### config.mk
export PLATFORM = sky130hd
export DESIGN_NAME = amc_config_control
export DESIGN_NICKNAME = d
export VERILOG_FILES = /design/src/rtl/amc_pkg.sv /design/src/rtl/amc_pin_sync.sv /design/src/rtl/amc_conv_seq.sv /design/src/rtl/amc_config_control.sv
export SDC_FILE = /design/constraint.sdc
export NUM_CORES = 1
export LEC_CHECK = 0
export BUFFER_PORTS_ARGS = -buffer_cell sky130_fd_sc_hd__buf_2
export CORE_MARGIN = 8
export CORE_UTILIZATION = 55
export CTS_CLUSTER_DIAMETER = 150
export DETAILED_ROUTE_END_ITERATION = 6
export PLACE_DENSITY_LB_ADDON = 0.15
export REMOVE_ABC_BUFFERS = 1
export SYNTH_ARGS = -nofsm -noshare
export SYNTH_HDL_FRONTEND = slang
export SYNTH_SLANG_ARGS = --single-unit
### constraint.sdc
create_clock -name clk_sys -period 3.8 [get_ports clk_sys]
set_input_delay 0.38 -clock clk_sys [delete_from_list [all_inputs] [get_ports clk_sys]]
set_output_delay 0.38 -clock clk_sys [all_outputs]
set_load 0.05 [all_outputs]
### src/rtl/amc_pkg.sv
package amc_pkg;

  // ==========================================================
  // Serial bus addressing
  // ==========================================================
  localparam logic [6:0] AMC_DEV_ADDR = 7'h77;      // Write byte 8'hee, read byte 8'hef
  localparam logic [7:0] AMC_REG_RESULT_HI = 8'hfd;
  localparam logic [7:0] AMC_REG_RESULT_LO = 8'hfe;
  localparam logic [7:0] AMC_REG_CONFIG = 8'hff;
  // All ones leaves the wire released, so a stop after a run-on read still gets through
  localparam logic [7:0] AMC_UNMAPPED_READ = 8'hff;
  localparam logic AMC_SDA_DRIVE_LEVEL = 1'b0;       // Open drain: only ever pulls low

  // ==========================================================
  // Configuration register layout
  // ==========================================================
  localparam int AMC_CFG_OSR_HI = 7;
  localparam int AMC_CFG_OSR_LO = 6;
  localparam int AMC_CFG_GO = 5;
  localparam int AMC_CFG_PRESSURE = 4;
  localparam int AMC_CFG_RANGE = 3;
  localparam int AMC_CFG_DIV_DIS = 2;
  localparam int AMC_CFG_OFS_DIS = 1;
  localparam int AMC_CFG_OFS_SEL = 0;
  localparam logic [7:0] AMC_CFG_RESET = 8'h00;

  typedef struct packed {
    logic [1:0] oversampleSelect;  // 7:6
    logic conversionGo;            // 5
    logic pressureTempSelect;      // 4, 1 = pressure
    logic inputRangeSelect;        // 3, 1 = wide 405 mV
    logic clockDivideDisable;      // 2, 1 = internal clock equals master clock
    logic offsetDisable;           // 1, 1 = no offset
    logic offsetValueSelect;       // 0, 1 = +25 mV, 0 = +33 mV
  } amc_cfg_t;

  typedef struct packed {
    logic modulatorOn;
    logic pressureMode;
    logic wideRange;
    logic offsetOn;
    logic offsetWater;
  } amc_analog_t;

  localparam amc_analog_t AMC_ANALOG_RESET = '{default: 1'b0};

  // ==========================================================
  // Pins and conversion timing
  // ==========================================================
  localparam int AMC_PIN_COUNT = 4;
  localparam int AMC_PIN_SCL = 0;
  localparam int AMC_PIN_SDA = 1;
  localparam int AMC_PIN_MCLK = 2;
  localparam int AMC_PIN_XRST = 3;
  localparam logic [AMC_PIN_COUNT-1:0] AMC_PIN_RESET = 4'hf;
  localparam int AMC_TICK_W = 10;
  // Fixed decimator settling ticks on top of the ratio
  localparam logic [AMC_TICK_W-1:0] AMC_CONV_OVERHEAD_TICKS = 10'h00f;
  localparam int AMC_RESULT_W = 16;

  function automatic logic [AMC_TICK_W-1:0] oversampleRatio(input logic [1:0] sel);
    logic [AMC_TICK_W-1:0] r;
    r = 10'h040;
    unique case (sel)
      2'b11: r = 10'h200;
      2'b01: r = 10'h100;
      2'b10: r = 10'h080;
      2'b00: r = 10'h040;
    endcase
    return r;
  endfunction

endpackage

### src/rtl/amc_pin_sync.sv
`timescale 1ns/1ps
module amc_pin_sync
  import amc_pkg::*;
(
  input wire logic clk_sys,                                  // system clock
  input wire logic rstn,                                     // sync reset, active low
  input wire logic [amc_pkg::AMC_PIN_COUNT-1:0] pinRaw,      // asynchronous pins
  output logic [amc_pkg::AMC_PIN_COUNT-1:0] pinLevel         // filtered levels
);
  import amc_pkg::*;

  logic [AMC_PIN_COUNT-1:0] s1_q, s2_q, s3_q, level_q, level_d;

  // ==========================================================
  // Three stages; level moves only when stages two and three agree
  // ==========================================================
  genvar i;
  generate
    for (i = 0; i < AMC_PIN_COUNT; i++) begin : g_pin
      always_comb begin
        level_d[i] = (s2_q[i] == s3_q[i]) ? s3_q[i] : level_q[i];
      end
    end
  endgenerate

  always_ff @(posedge clk_sys) begin
    if (!rstn) begin
      s1_q <= AMC_PIN_RESET;
      s2_q <= AMC_PIN_RESET;
      s3_q <= AMC_PIN_RESET;
      level_q <= AMC_PIN_RESET;
    end else begin
      s1_q <= pinRaw;
      s2_q <= s1_q;
      s3_q <= s2_q;
      level_q <= level_d;
    end
  end

  assign pinLevel = level_q;

endmodule

### src/rtl/amc_conv_seq.sv
`timescale 1ns/1ps
module amc_conv_seq
  import amc_pkg::*;
(
  input wire logic clk_sys,            // system clock
  input wire logic rstInt,             // combined reset, active high
  input wire logic startPulse,         // begin a conversion
  input wire logic abortPulse,         // go bit written to 0
  input wire logic mclkRise,           // one pulse per master clock rising edge
  input wire logic [1:0] osrSel,       // oversample_select
  input wire logic divDisable,         // clock_divide_disable
  output logic busy,                   // conversion running
  output logic done                    // one-cycle pulse at completion
);
  import amc_pkg::*;

  typedef enum logic {AMC_IDLE, AMC_RUN} amc_conv_state_t;

  amc_conv_state_t state_q, state_d;
  logic [AMC_TICK_W-1:0] cnt_q, cnt_d, target_q, target_d;
  logic divPhase_q, divPhase_d;
  logic tick;
  logic done_d, done_q;

  // ==========================================================
  // Internal clock tick: every master edge, or every second one
  // ==========================================================
  always_comb begin
    tick = mclkRise & (divDisable | divPhase_q);
    state_d = state_q;
    cnt_d = cnt_q;
    target_d = target_q;
    divPhase_d = divPhase_q;
    done_d = 1'b0;
    unique case (state_q)
      AMC_IDLE: begin
      end
      AMC_RUN: begin
        if (mclkRise) begin
          divPhase_d = ~divPhase_q;
        end
        if (tick) begin
          if (cnt_q == target_q - 10'h001) begin
            state_d = AMC_IDLE;
            done_d = 1'b1;
          end else begin
            cnt_d = cnt_q + 10'h001;
          end
        end
      end
    endcase
    if (abortPulse) begin
      state_d = AMC_IDLE;
    end
    if (startPulse) begin
      state_d = AMC_RUN;
      cnt_d = '0;
      divPhase_d = 1'b0;
      // Length grows with the selected ratio
      target_d = oversampleRatio(osrSel) + AMC_CONV_OVERHEAD_TICKS;
      done_d = 1'b0;
    end
  end

  always_ff @(posedge clk_sys) begin
    if (rstInt) begin
      state_q <= AMC_IDLE;
      cnt_q <= '0;
      target_q <= '0;
      divPhase_q <= 1'b0;
      done_q <= 1'b0;
    end else begin
      state_q <= state_d;
      cnt_q <= cnt_d;
      target_q <= target_d;
      divPhase_q <= divPhase_d;
      done_q <= done_d;
    end
  end

  assign busy = (state_q == AMC_RUN);
  assign done = done_q;

endmodule

### src/rtl/amc_config_control.sv
`timescale 1ns/1ps
// Operation
// - Bits 7:6 pick ratio 512/256/128/64; the code gives 512 for 11, 256 for 01, 128 for 10, 64 for 00
// - Higher ratio gives longer conversion
// - Go bit 0 idles; 1 starts conversion
// - End-of-conversion rises when conversion finishes
// - Bit 4: pressure 1, temperature 0
// - Bit 3: wide range 1, narrow 0
// - Bit 2 high: no master clock division
// - Divided mode takes twice as long
// - Bit 1 high disables input offset
// - Bit 0 picks offset, ignored when disabled
// - Configuration only via the serial bus
// - Decode ff config, fd high, fe low
// - Answer bus address 1110111 only
// - Continued read increments register pointer
// - External reset pin initializes all state; the pin synchroniser stages are reset by rstn only
module amc_config_control
  import amc_pkg::*;
(
  input wire logic clk_sys,                                      // system clock, 200 MHz
  input wire logic rstn,                                         // sync reset, active low
  input wire logic externalResetN,                               // external_reset_n pin
  input wire logic sclIn,                                        // serial clock pin
  input wire logic sdaIn,                                        // serial data pin level
  output logic sdaOut,                                           // serial data drive value
  output logic sdaOeN,                                           // low while pulling data low
  input wire logic mclkIn,                                       // master clock pin
  input wire logic [amc_pkg::AMC_RESULT_W-1:0] adcResult,        // decimator output
  output logic endOfConversion,                                  // result ready
  output amc_pkg::amc_analog_t analogCtl,                        // analog front-end controls
  output amc_pkg::amc_cfg_t cfgOut                               // configuration register
);
  import amc_pkg::*;

  typedef enum logic [3:0] {
    AMC_BUS_IDLE, AMC_DEVADDR, AMC_ADDRACK, AMC_REGADDR, AMC_REGACK,
    AMC_WDATA, AMC_WACK, AMC_RDATA, AMC_RACK
  } amc_bus_state_t;

  // ==========================================================
  // Pin sampling and reset
  // ==========================================================
  logic [AMC_PIN_COUNT-1:0] pinRaw, pinLevel;
  logic sclL, sdaL, mclkL, xrstL;
  logic sclPrev_q, sdaPrev_q, mclkPrev_q;
  logic rstInt;

  assign pinRaw = {externalResetN, mclkIn, sdaIn, sclIn};

  amc_pin_sync u_sync (
    .clk_sys(clk_sys),
    .rstn(rstn),
    .pinRaw(pinRaw),
    .pinLevel(pinLevel)
  );

  assign sclL = pinLevel[AMC_PIN_SCL];
  assign sdaL = pinLevel[AMC_PIN_SDA];
  assign mclkL = pinLevel[AMC_PIN_MCLK];
  assign xrstL = pinLevel[AMC_PIN_XRST];
  // External pin clears every register and counter as rstn does, except the pin synchroniser stages, which only rstn resets
  assign rstInt = ~rstn | ~xrstL;

  always_ff @(posedge clk_sys) begin
    if (rstInt) begin
      sclPrev_q <= 1'b1;
      sdaPrev_q <= 1'b1;
      // Same level as the synchroniser's reset, so no false rise after release
      mclkPrev_q <= 1'b1;
    end else begin
      sclPrev_q <= sclL;
      sdaPrev_q <= sdaL;
      mclkPrev_q <= mclkL;
    end
  end

  logic sclRise, sclFall, startCond, stopCond, mclkRise;
  assign sclRise = sclL & ~sclPrev_q;
  assign sclFall = ~sclL & sclPrev_q;
  assign startCond = sclL & sclPrev_q & sdaPrev_q & ~sdaL;
  assign stopCond = sclL & sclPrev_q & ~sdaPrev_q & sdaL;
  // Master clock is sampled; no edge is trusted outside of a conversion
  assign mclkRise = mclkL & ~mclkPrev_q;

  // ==========================================================
  // Register state
  // ==========================================================
  amc_cfg_t cfg_q, cfg_d;
  logic [AMC_RESULT_W-1:0] result_q, result_d;
  logic eoc_q, eoc_d;
  amc_analog_t analog_q, analog_d;
  logic convBusy, convDone;

  function automatic logic [7:0] regRead(input logic [7:0] ptr, input amc_cfg_t cfg,
                                         input logic [AMC_RESULT_W-1:0] res);
    logic [7:0] v;
    v = AMC_UNMAPPED_READ;
    if (ptr == AMC_REG_RESULT_HI) begin
      v = res[15:8];
    end else if (ptr == AMC_REG_RESULT_LO) begin
      v = res[7:0];
    end else if (ptr == AMC_REG_CONFIG) begin
      v = cfg;
    end
    return v;
  endfunction

  // ==========================================================
  // Serial bus slave
  // ==========================================================
  amc_bus_state_t bus_q, bus_d;
  logic [3:0] bitCnt_q, bitCnt_d;
  logic [7:0] shift_q, shift_d;
  logic [7:0] tx_q, tx_d;
  logic [7:0] ptr_q, ptr_d;
  logic readMode_q, readMode_d;
  logic drvLow_q, drvLow_d;
  logic cfgWrEn;
  logic [7:0] cfgWrData;

  always_comb begin
    bus_d = bus_q;
    bitCnt_d = bitCnt_q;
    shift_d = shift_q;
    tx_d = tx_q;
    ptr_d = ptr_q;
    readMode_d = readMode_q;
    drvLow_d = drvLow_q;
    cfgWrEn = 1'b0;
    cfgWrData = shift_q;
    if (startCond) begin
      // Repeated start keeps the pointer for the read that follows
      bus_d = AMC_DEVADDR;
      bitCnt_d = '0;
      drvLow_d = 1'b0;
    end else if (stopCond) begin
      bus_d = AMC_BUS_IDLE;
      drvLow_d = 1'b0;
    end else if (sclRise) begin
      if (bus_q == AMC_DEVADDR || bus_q == AMC_REGADDR || bus_q == AMC_WDATA) begin
        shift_d = {shift_q[6:0], sdaL};
        bitCnt_d = bitCnt_q + 4'h1;
      end
    end else if (sclFall) begin
      unique case (bus_q)
        AMC_BUS_IDLE: begin
        end
        AMC_DEVADDR: begin
          if (bitCnt_q == 4'h8) begin
            if (shift_q[7:1] == AMC_DEV_ADDR) begin
              bus_d = AMC_ADDRACK;
              readMode_d = shift_q[0];
              drvLow_d = 1'b1;
            end else begin
              bus_d = AMC_BUS_IDLE;
            end
          end
        end
        AMC_ADDRACK: begin
          bitCnt_d = '0;
          if (readMode_q) begin
            bus_d = AMC_RDATA;
            tx_d = regRead(ptr_q, cfg_q, result_q);
            drvLow_d = ~tx_d[7];
          end else begin
            bus_d = AMC_REGADDR;
            drvLow_d = 1'b0;
          end
        end
        AMC_REGADDR: begin
          if (bitCnt_q == 4'h8) begin
            ptr_d = shift_q;
            bus_d = AMC_REGACK;
            drvLow_d = 1'b1;
          end
        end
        AMC_REGACK, AMC_WACK: begin
          bus_d = AMC_WDATA;
          bitCnt_d = '0;
          drvLow_d = 1'b0;
        end
        AMC_WDATA: begin
          if (bitCnt_q == 4'h8) begin
            // Only the configuration register is writable from the bus
            cfgWrEn = (ptr_q == AMC_REG_CONFIG);
            bus_d = AMC_WACK;
            drvLow_d = 1'b1;
          end
        end
        AMC_RDATA: begin
          if (bitCnt_q == 4'h7) begin
            bus_d = AMC_RACK;
            drvLow_d = 1'b0;
            ptr_d = ptr_q + 8'h01;
          end else begin
            tx_d = {tx_q[6:0], 1'b0};
            bitCnt_d = bitCnt_q + 4'h1;
            drvLow_d = ~tx_q[6];
          end
        end
        AMC_RACK: begin
          // Master acknowledge is not needed to continue; stop ends the read
          bus_d = AMC_RDATA;
          bitCnt_d = '0;
          tx_d = regRead(ptr_q, cfg_q, result_q);
          drvLow_d = ~tx_d[7];
        end
      endcase
    end
  end

  always_ff @(posedge clk_sys) begin
    if (rstInt) begin
      bus_q <= AMC_BUS_IDLE;
      bitCnt_q <= '0;
      shift_q <= '0;
      tx_q <= '0;
      ptr_q <= '0;
      readMode_q <= 1'b0;
      drvLow_q <= 1'b0;
    end else begin
      bus_q <= bus_d;
      bitCnt_q <= bitCnt_d;
      shift_q <= shift_d;
      tx_q <= tx_d;
      ptr_q <= ptr_d;
      readMode_q <= readMode_d;
      drvLow_q <= drvLow_d;
    end
  end

  assign sdaOut = AMC_SDA_DRIVE_LEVEL;
  assign sdaOeN = ~drvLow_q;

  // ==========================================================
  // Conversion sequencing
  // ==========================================================
  logic startPulse, abortPulse;
  assign startPulse = cfgWrEn & cfgWrData[AMC_CFG_GO];
  assign abortPulse = cfgWrEn & ~cfgWrData[AMC_CFG_GO];

  amc_conv_seq u_conv (
    .clk_sys(clk_sys),
    .rstInt(rstInt),
    .startPulse(startPulse),
    .abortPulse(abortPulse),
    .mclkRise(mclkRise),
    .osrSel(cfgWrData[AMC_CFG_OSR_HI:AMC_CFG_OSR_LO]),
    .divDisable(cfg_q.clockDivideDisable),
    .busy(convBusy),
    .done(convDone)
  );

  always_comb begin
    cfg_d = cfg_q;
    result_d = result_q;
    eoc_d = eoc_q;
    if (convDone) begin
      result_d = adcResult;
      eoc_d = 1'b1;
      cfg_d.conversionGo = 1'b0;
    end
    // A write landing with completion wins, so a new go is never lost
    if (cfgWrEn) begin
      cfg_d = cfgWrData;
    end
    if (startPulse) begin
      eoc_d = 1'b0;
    end
  end

  // ==========================================================
  // Analog front-end controls
  // ==========================================================
  always_comb begin
    analog_d.modulatorOn = convBusy;
    analog_d.pressureMode = cfg_q.pressureTempSelect;
    analog_d.wideRange = cfg_q.inputRangeSelect;
    analog_d.offsetOn = ~cfg_q.offsetDisable;
    // Offset select has no effect with offset disabled
    analog_d.offsetWater = ~cfg_q.offsetDisable & cfg_q.offsetValueSelect;
  end

  always_ff @(posedge clk_sys) begin
    if (rstInt) begin
      cfg_q <= AMC_CFG_RESET;
      result_q <= '0;
      eoc_q <= 1'b0;
      analog_q <= AMC_ANALOG_RESET;
    end else begin
      cfg_q <= cfg_d;
      result_q <= result_d;
      eoc_q <= eoc_d;
      analog_q <= analog_d;
    end
  end

  assign endOfConversion = eoc_q;
  assign analogCtl = analog_q;
  assign cfgOut = cfg_q;

endmodule

==> results_tabular.tex <==
\begin{tabular}{lr}
\hline
Metric & Value \\
\hline
\multicolumn{2}{l}{\textbf{Status}} \\
\quad Result of the run & finished, final reports clean \\
\multicolumn{2}{l}{\textbf{Detailed routing}} \\
\quad Post-detailed-routing wire length & 10,400 um \\
\quad Remaining antenna violation count & 0 \\
\quad Routed length per placed instance & 15.0 um \\
\quad Residual DRC & 0 \\
\quad Pre-Repair DR Iteration Count & 5 \\
\quad Via density per instance & 5.73 \\
\quad Starting DRC count in detailed routing & 352 \\
\quad Vias & 3,970 \\
\multicolumn{2}{l}{\textbf{Logic synthesis}} \\
\quad Parity-gate share of the synthesized area counting xor and xnor cells & 1.99\% \\
\quad Dominant register cell in the synthesized netlist & dfxtp\_1 \\
\quad Leading post-synthesis cells by instance count & dfxtp\_1 (100), nor2\_1 (57), nand2\_1 (53) \\
\quad FF+latch count, synth & 100 \\
\quad Yosys top cell area share & 41.3\% \\
\quad Largest family of logic cells by synthesized area & simple AND/OR/NAND/NOR gates \\
\quad Number of flops mapped to enable cells by yosys & 0 \\
\quad Area of the mapped netlist & 0.00485 mm\^{}2 \\
\quad Most common cell in the netlist & dfxtp\_1 \\
\quad Gate Count Post-Synth & 565 \\
\quad Proportion of synthesized chip area in sequential cells & 41.3\% \\
\quad Cell taking the most area after synthesis & dfxtp\_1 \\
\quad Fraction of the mapped netlist area in simple logic gates & 24.6\% \\
\quad Ys async rst share & 0\% \\
\quad Synthesis Warnings & 0 \\
\quad Mux contribution to synthesized area & 7.02\% \\
\quad Adder and majority cell fraction of the synthesized area & 2.84\% \\
\quad Top cells by area in the synthesized netlist & dfxtp\_1 (41\%), mux2i\_1 (7.0\%), nor2\_1 (4.4\%) \\
\quad Syn\_area\_per\_cell & 8.58 um\^{}2 \\
\quad Synthesized-area fraction occupied by ao, oa, aoi and oai cells & 17.1\% \\
\quad Number of distinct library cell variants in the gate-level netlist after synthesis & 67 \\
\multicolumn{2}{l}{\textbf{Final layout}} \\
\quad Final net count & 613 \\
\quad Layout overhead on the synthesized area & 7.82\% \\
\quad Diodes inserted & 0 \\
\quad Layout cells sized above 1 & 12.0\% \\
\multicolumn{2}{l}{\textbf{Clocking}} \\
\quad Post CTS Setup Buffer Count & 0 \\
\quad Clk buf depth & 2 \\
\quad Max H-tree Level & 3 \\
\quad TritonCTS Buffers & 9 \\
\quad Hold buffer count at CTS & 0 \\
\quad Clock latency at the later pin of the worst-skew pair & 0.36 ns \\
\quad Clock-pin slew of the registers on the worst-case setup and hold paths & 0.09 ns \\
\quad Num Clock Sinks & 100 \\
\quad Number of cells upsized or downsized after cts & 0 \\
\quad TritonCTS clock tree & done \\
\quad Clock tree root buffer cell & clkbuf\_8 \\
\multicolumn{2}{l}{\textbf{Setup path}} \\
\quad Slowest stage cell on the critical path & nand4\_1 \\
\quad Req. time, crit path & 4.09 ns \\
\quad Most common cell on crit path & a21oi\_1 \\
\quad Startpoint Class & register \\
\quad Delay-heaviest family, CP & compound AO/OA/AOI/OAI gates \\
\quad WP buf/inv & 1 \\
\quad Largest stage delay, worst path & 0.67 ns \\
\quad Worst setup EP type & register \\
\quad Maximum fanout along the worst path & 16 \\
\quad Cell chain of the critical path & inv\_1 > ha\_1 > nand2b\_1 > a21oi\_1 > nand4\_1 > a211o\_1 > a21oi\_1 \\
\quad Crit Path Class & register to register \\
\quad Data arrival time of the worst path & 2.93 ns \\
\multicolumn{2}{l}{\textbf{Global routing}} \\
\quad Pin count of the biggest net entering global routing & 52 \\
\quad Number of global-route vias before repair & 3,700 \\
\quad Wire length of the first global-routing pass & 17,500 um \\
\quad Overall overflow remaining after global route & 0 \\
\quad Number of antenna violations at the first check in global routing & 0 \\
\quad Total track usage & 17.9\% \\
\multicolumn{2}{l}{\textbf{Place}} \\
\quad Placer Congestion & 0.884 \\
\quad Port Buffers & 36 \\
\quad HPWL Detailed & 7380 um \\
\quad Worst slack at placement & 1.23 ns \\
\multicolumn{2}{l}{\textbf{Timing}} \\
\quad Min Hold Slack & 0.193 ns \\
\quad Max-slew headroom at the worst pin & 37.5\% \\
\quad Setup Total Neg Slack & 0 ns \\
\quad Final worst clock skew & 0.00854 ns \\
\quad Shortest period the worst path allows & 2.63 ns \\
\quad Slew at the pin closest to its max-slew limit & 0.936 ns \\
\quad FMAX & 380 MHz \\
\quad Share of the clock period used by the worst path & 69.3\% \\
\quad RSZ-0062 raised after global routing & false \\
\quad Finish-stage setup viols & 0 \\
\quad Pins over their slew limit & 0 \\
\quad Hold Vio Cnt, Final & 0 \\
\quad Final worst slack & 1.17 ns \\
\multicolumn{2}{l}{\textbf{Floorplanning}} \\
\quad Width of the die & 110 um \\
\quad Number of rows created at floorplan & 34 \\
\quad Initial standard-cell utilization of the core & 56.1\% \\
\quad Die Y & 110 um \\
\quad Total Die Area & 0.0121 mm\^{}2 \\
\quad \# IOs & 38 \\
\quad Std-Cell Core Area & 0.00864 mm\^{}2 \\
\multicolumn{2}{l}{\textbf{Pwr}} \\
\quad Worst VDD drop & 200 uV \\
\quad Total power density per cell area & 345 mW/mm\^{}2 \\
\quad Power Total & 1800 uW \\
\quad Reported leakage power & 0.00184 uW \\
\multicolumn{2}{l}{\textbf{Flow run}} \\
\quad Max-cap viol count & 0 \\
\multicolumn{2}{l}{\textbf{Worst hold path}} \\
\quad Worst hold path class & input port to register \\
\hline
\end{tabular}
cells by family after synthesis:
kind of cell | after synthesis
simple gates | 228
buf+inv | 54
other cells | 1
flops | 100
fa+ha+maj | 11
xor+xnor | 11
mux | 34
compound gates | 126
final cells by class:
| class | count | area (um^2) |
|---|---|---|
| clock buffers | 12 | 155 |
| clock inverters | 4 | 55.1 |
| fillers | 776 | 3410 |
| inverters | 18 | 67.6 |
| multi-input cells | 411 | 2600 |
| flip-flops and latches | 100 | 2000 |
| well taps | 108 | 135 |
| repair buffers | 40 | 210 |
path summary, 6_finish.rpt:
kind	from	to	slack (ns)	cells after the start
worst max-delay path	sclPrev_q	ptr_q[1]	1.17	7
worst min-delay path	externalResetN	u_sync.s1_q[3]	0.19	2
worst max register to register	sclPrev_q	ptr_q[1]	1.17	7
worst min register to register	u_sync.s1_q[1]	u_sync.s2_q[1]	0.41	1
per-layer routing:
metal  GRT usage, %  part of all wire, %  vias to the layer above
met4           5.69                  1.3                        0
met1           23.6                   49                     1838
li1               -                    -                     2023
met5              0                    0                        -
met3           4.51                  5.6                       14
met2           28.0                   44                       95
per-stage QoR:
step,instances,utilization (%),area (um^2)
floorplan,529,-,4670
global placement,677,58.1,5010
detailed placement,677,58.1,5010
CTS,693,60.5,5230
global route,693,60.5,5230
finish,693,60.5,5230
flip-flops by register name, indices dropped and copies added (netlist names), 4 cells and up:
| name | count |
|---|---|
| analogCtl | 5 |
| bitCnt_q | 4 |
| bus_q | 4 |
| cfgOut | 8 |
| cfgWrData | 8 |
| ptr_q | 8 |
| result_q | 16 |
| tx_q | 7 |
| u_conv.cnt_q | 10 |
| u_conv.target_q | 5 |
| u_sync.pinLevel | 4 |
| u_sync.s1_q | 4 |
| u_sync.s2_q | 4 |
| u_sync.s3_q | 4 |
layout by cell type, fill, tap and decap left out, types with 6 or more instances in the layout:
cell type,n
a21oi_1,41
xnor2_1,9
ha_1,11
nand2_1,53
a211o_1,7
clkbuf_8,11
buf_2,36
nand2b_1,23
nor3_1,17
nor2b_1,9
nand3_1,7
nor2_1,57
o21ai_0,20
nand4_1,9
mux2i_1,34
o21ai_1,6
inv_1,18
and2_1,8
dfxtp_1,100
power by group:
group          internal (uW)  leakage (uW)  switching (uW)
combinational           15.6      0.000933            30.7
clock                    344      0.000103             359
sequential              1050      0.000808            2.30
Note: power is estimated with default switching activity, not from simulation.
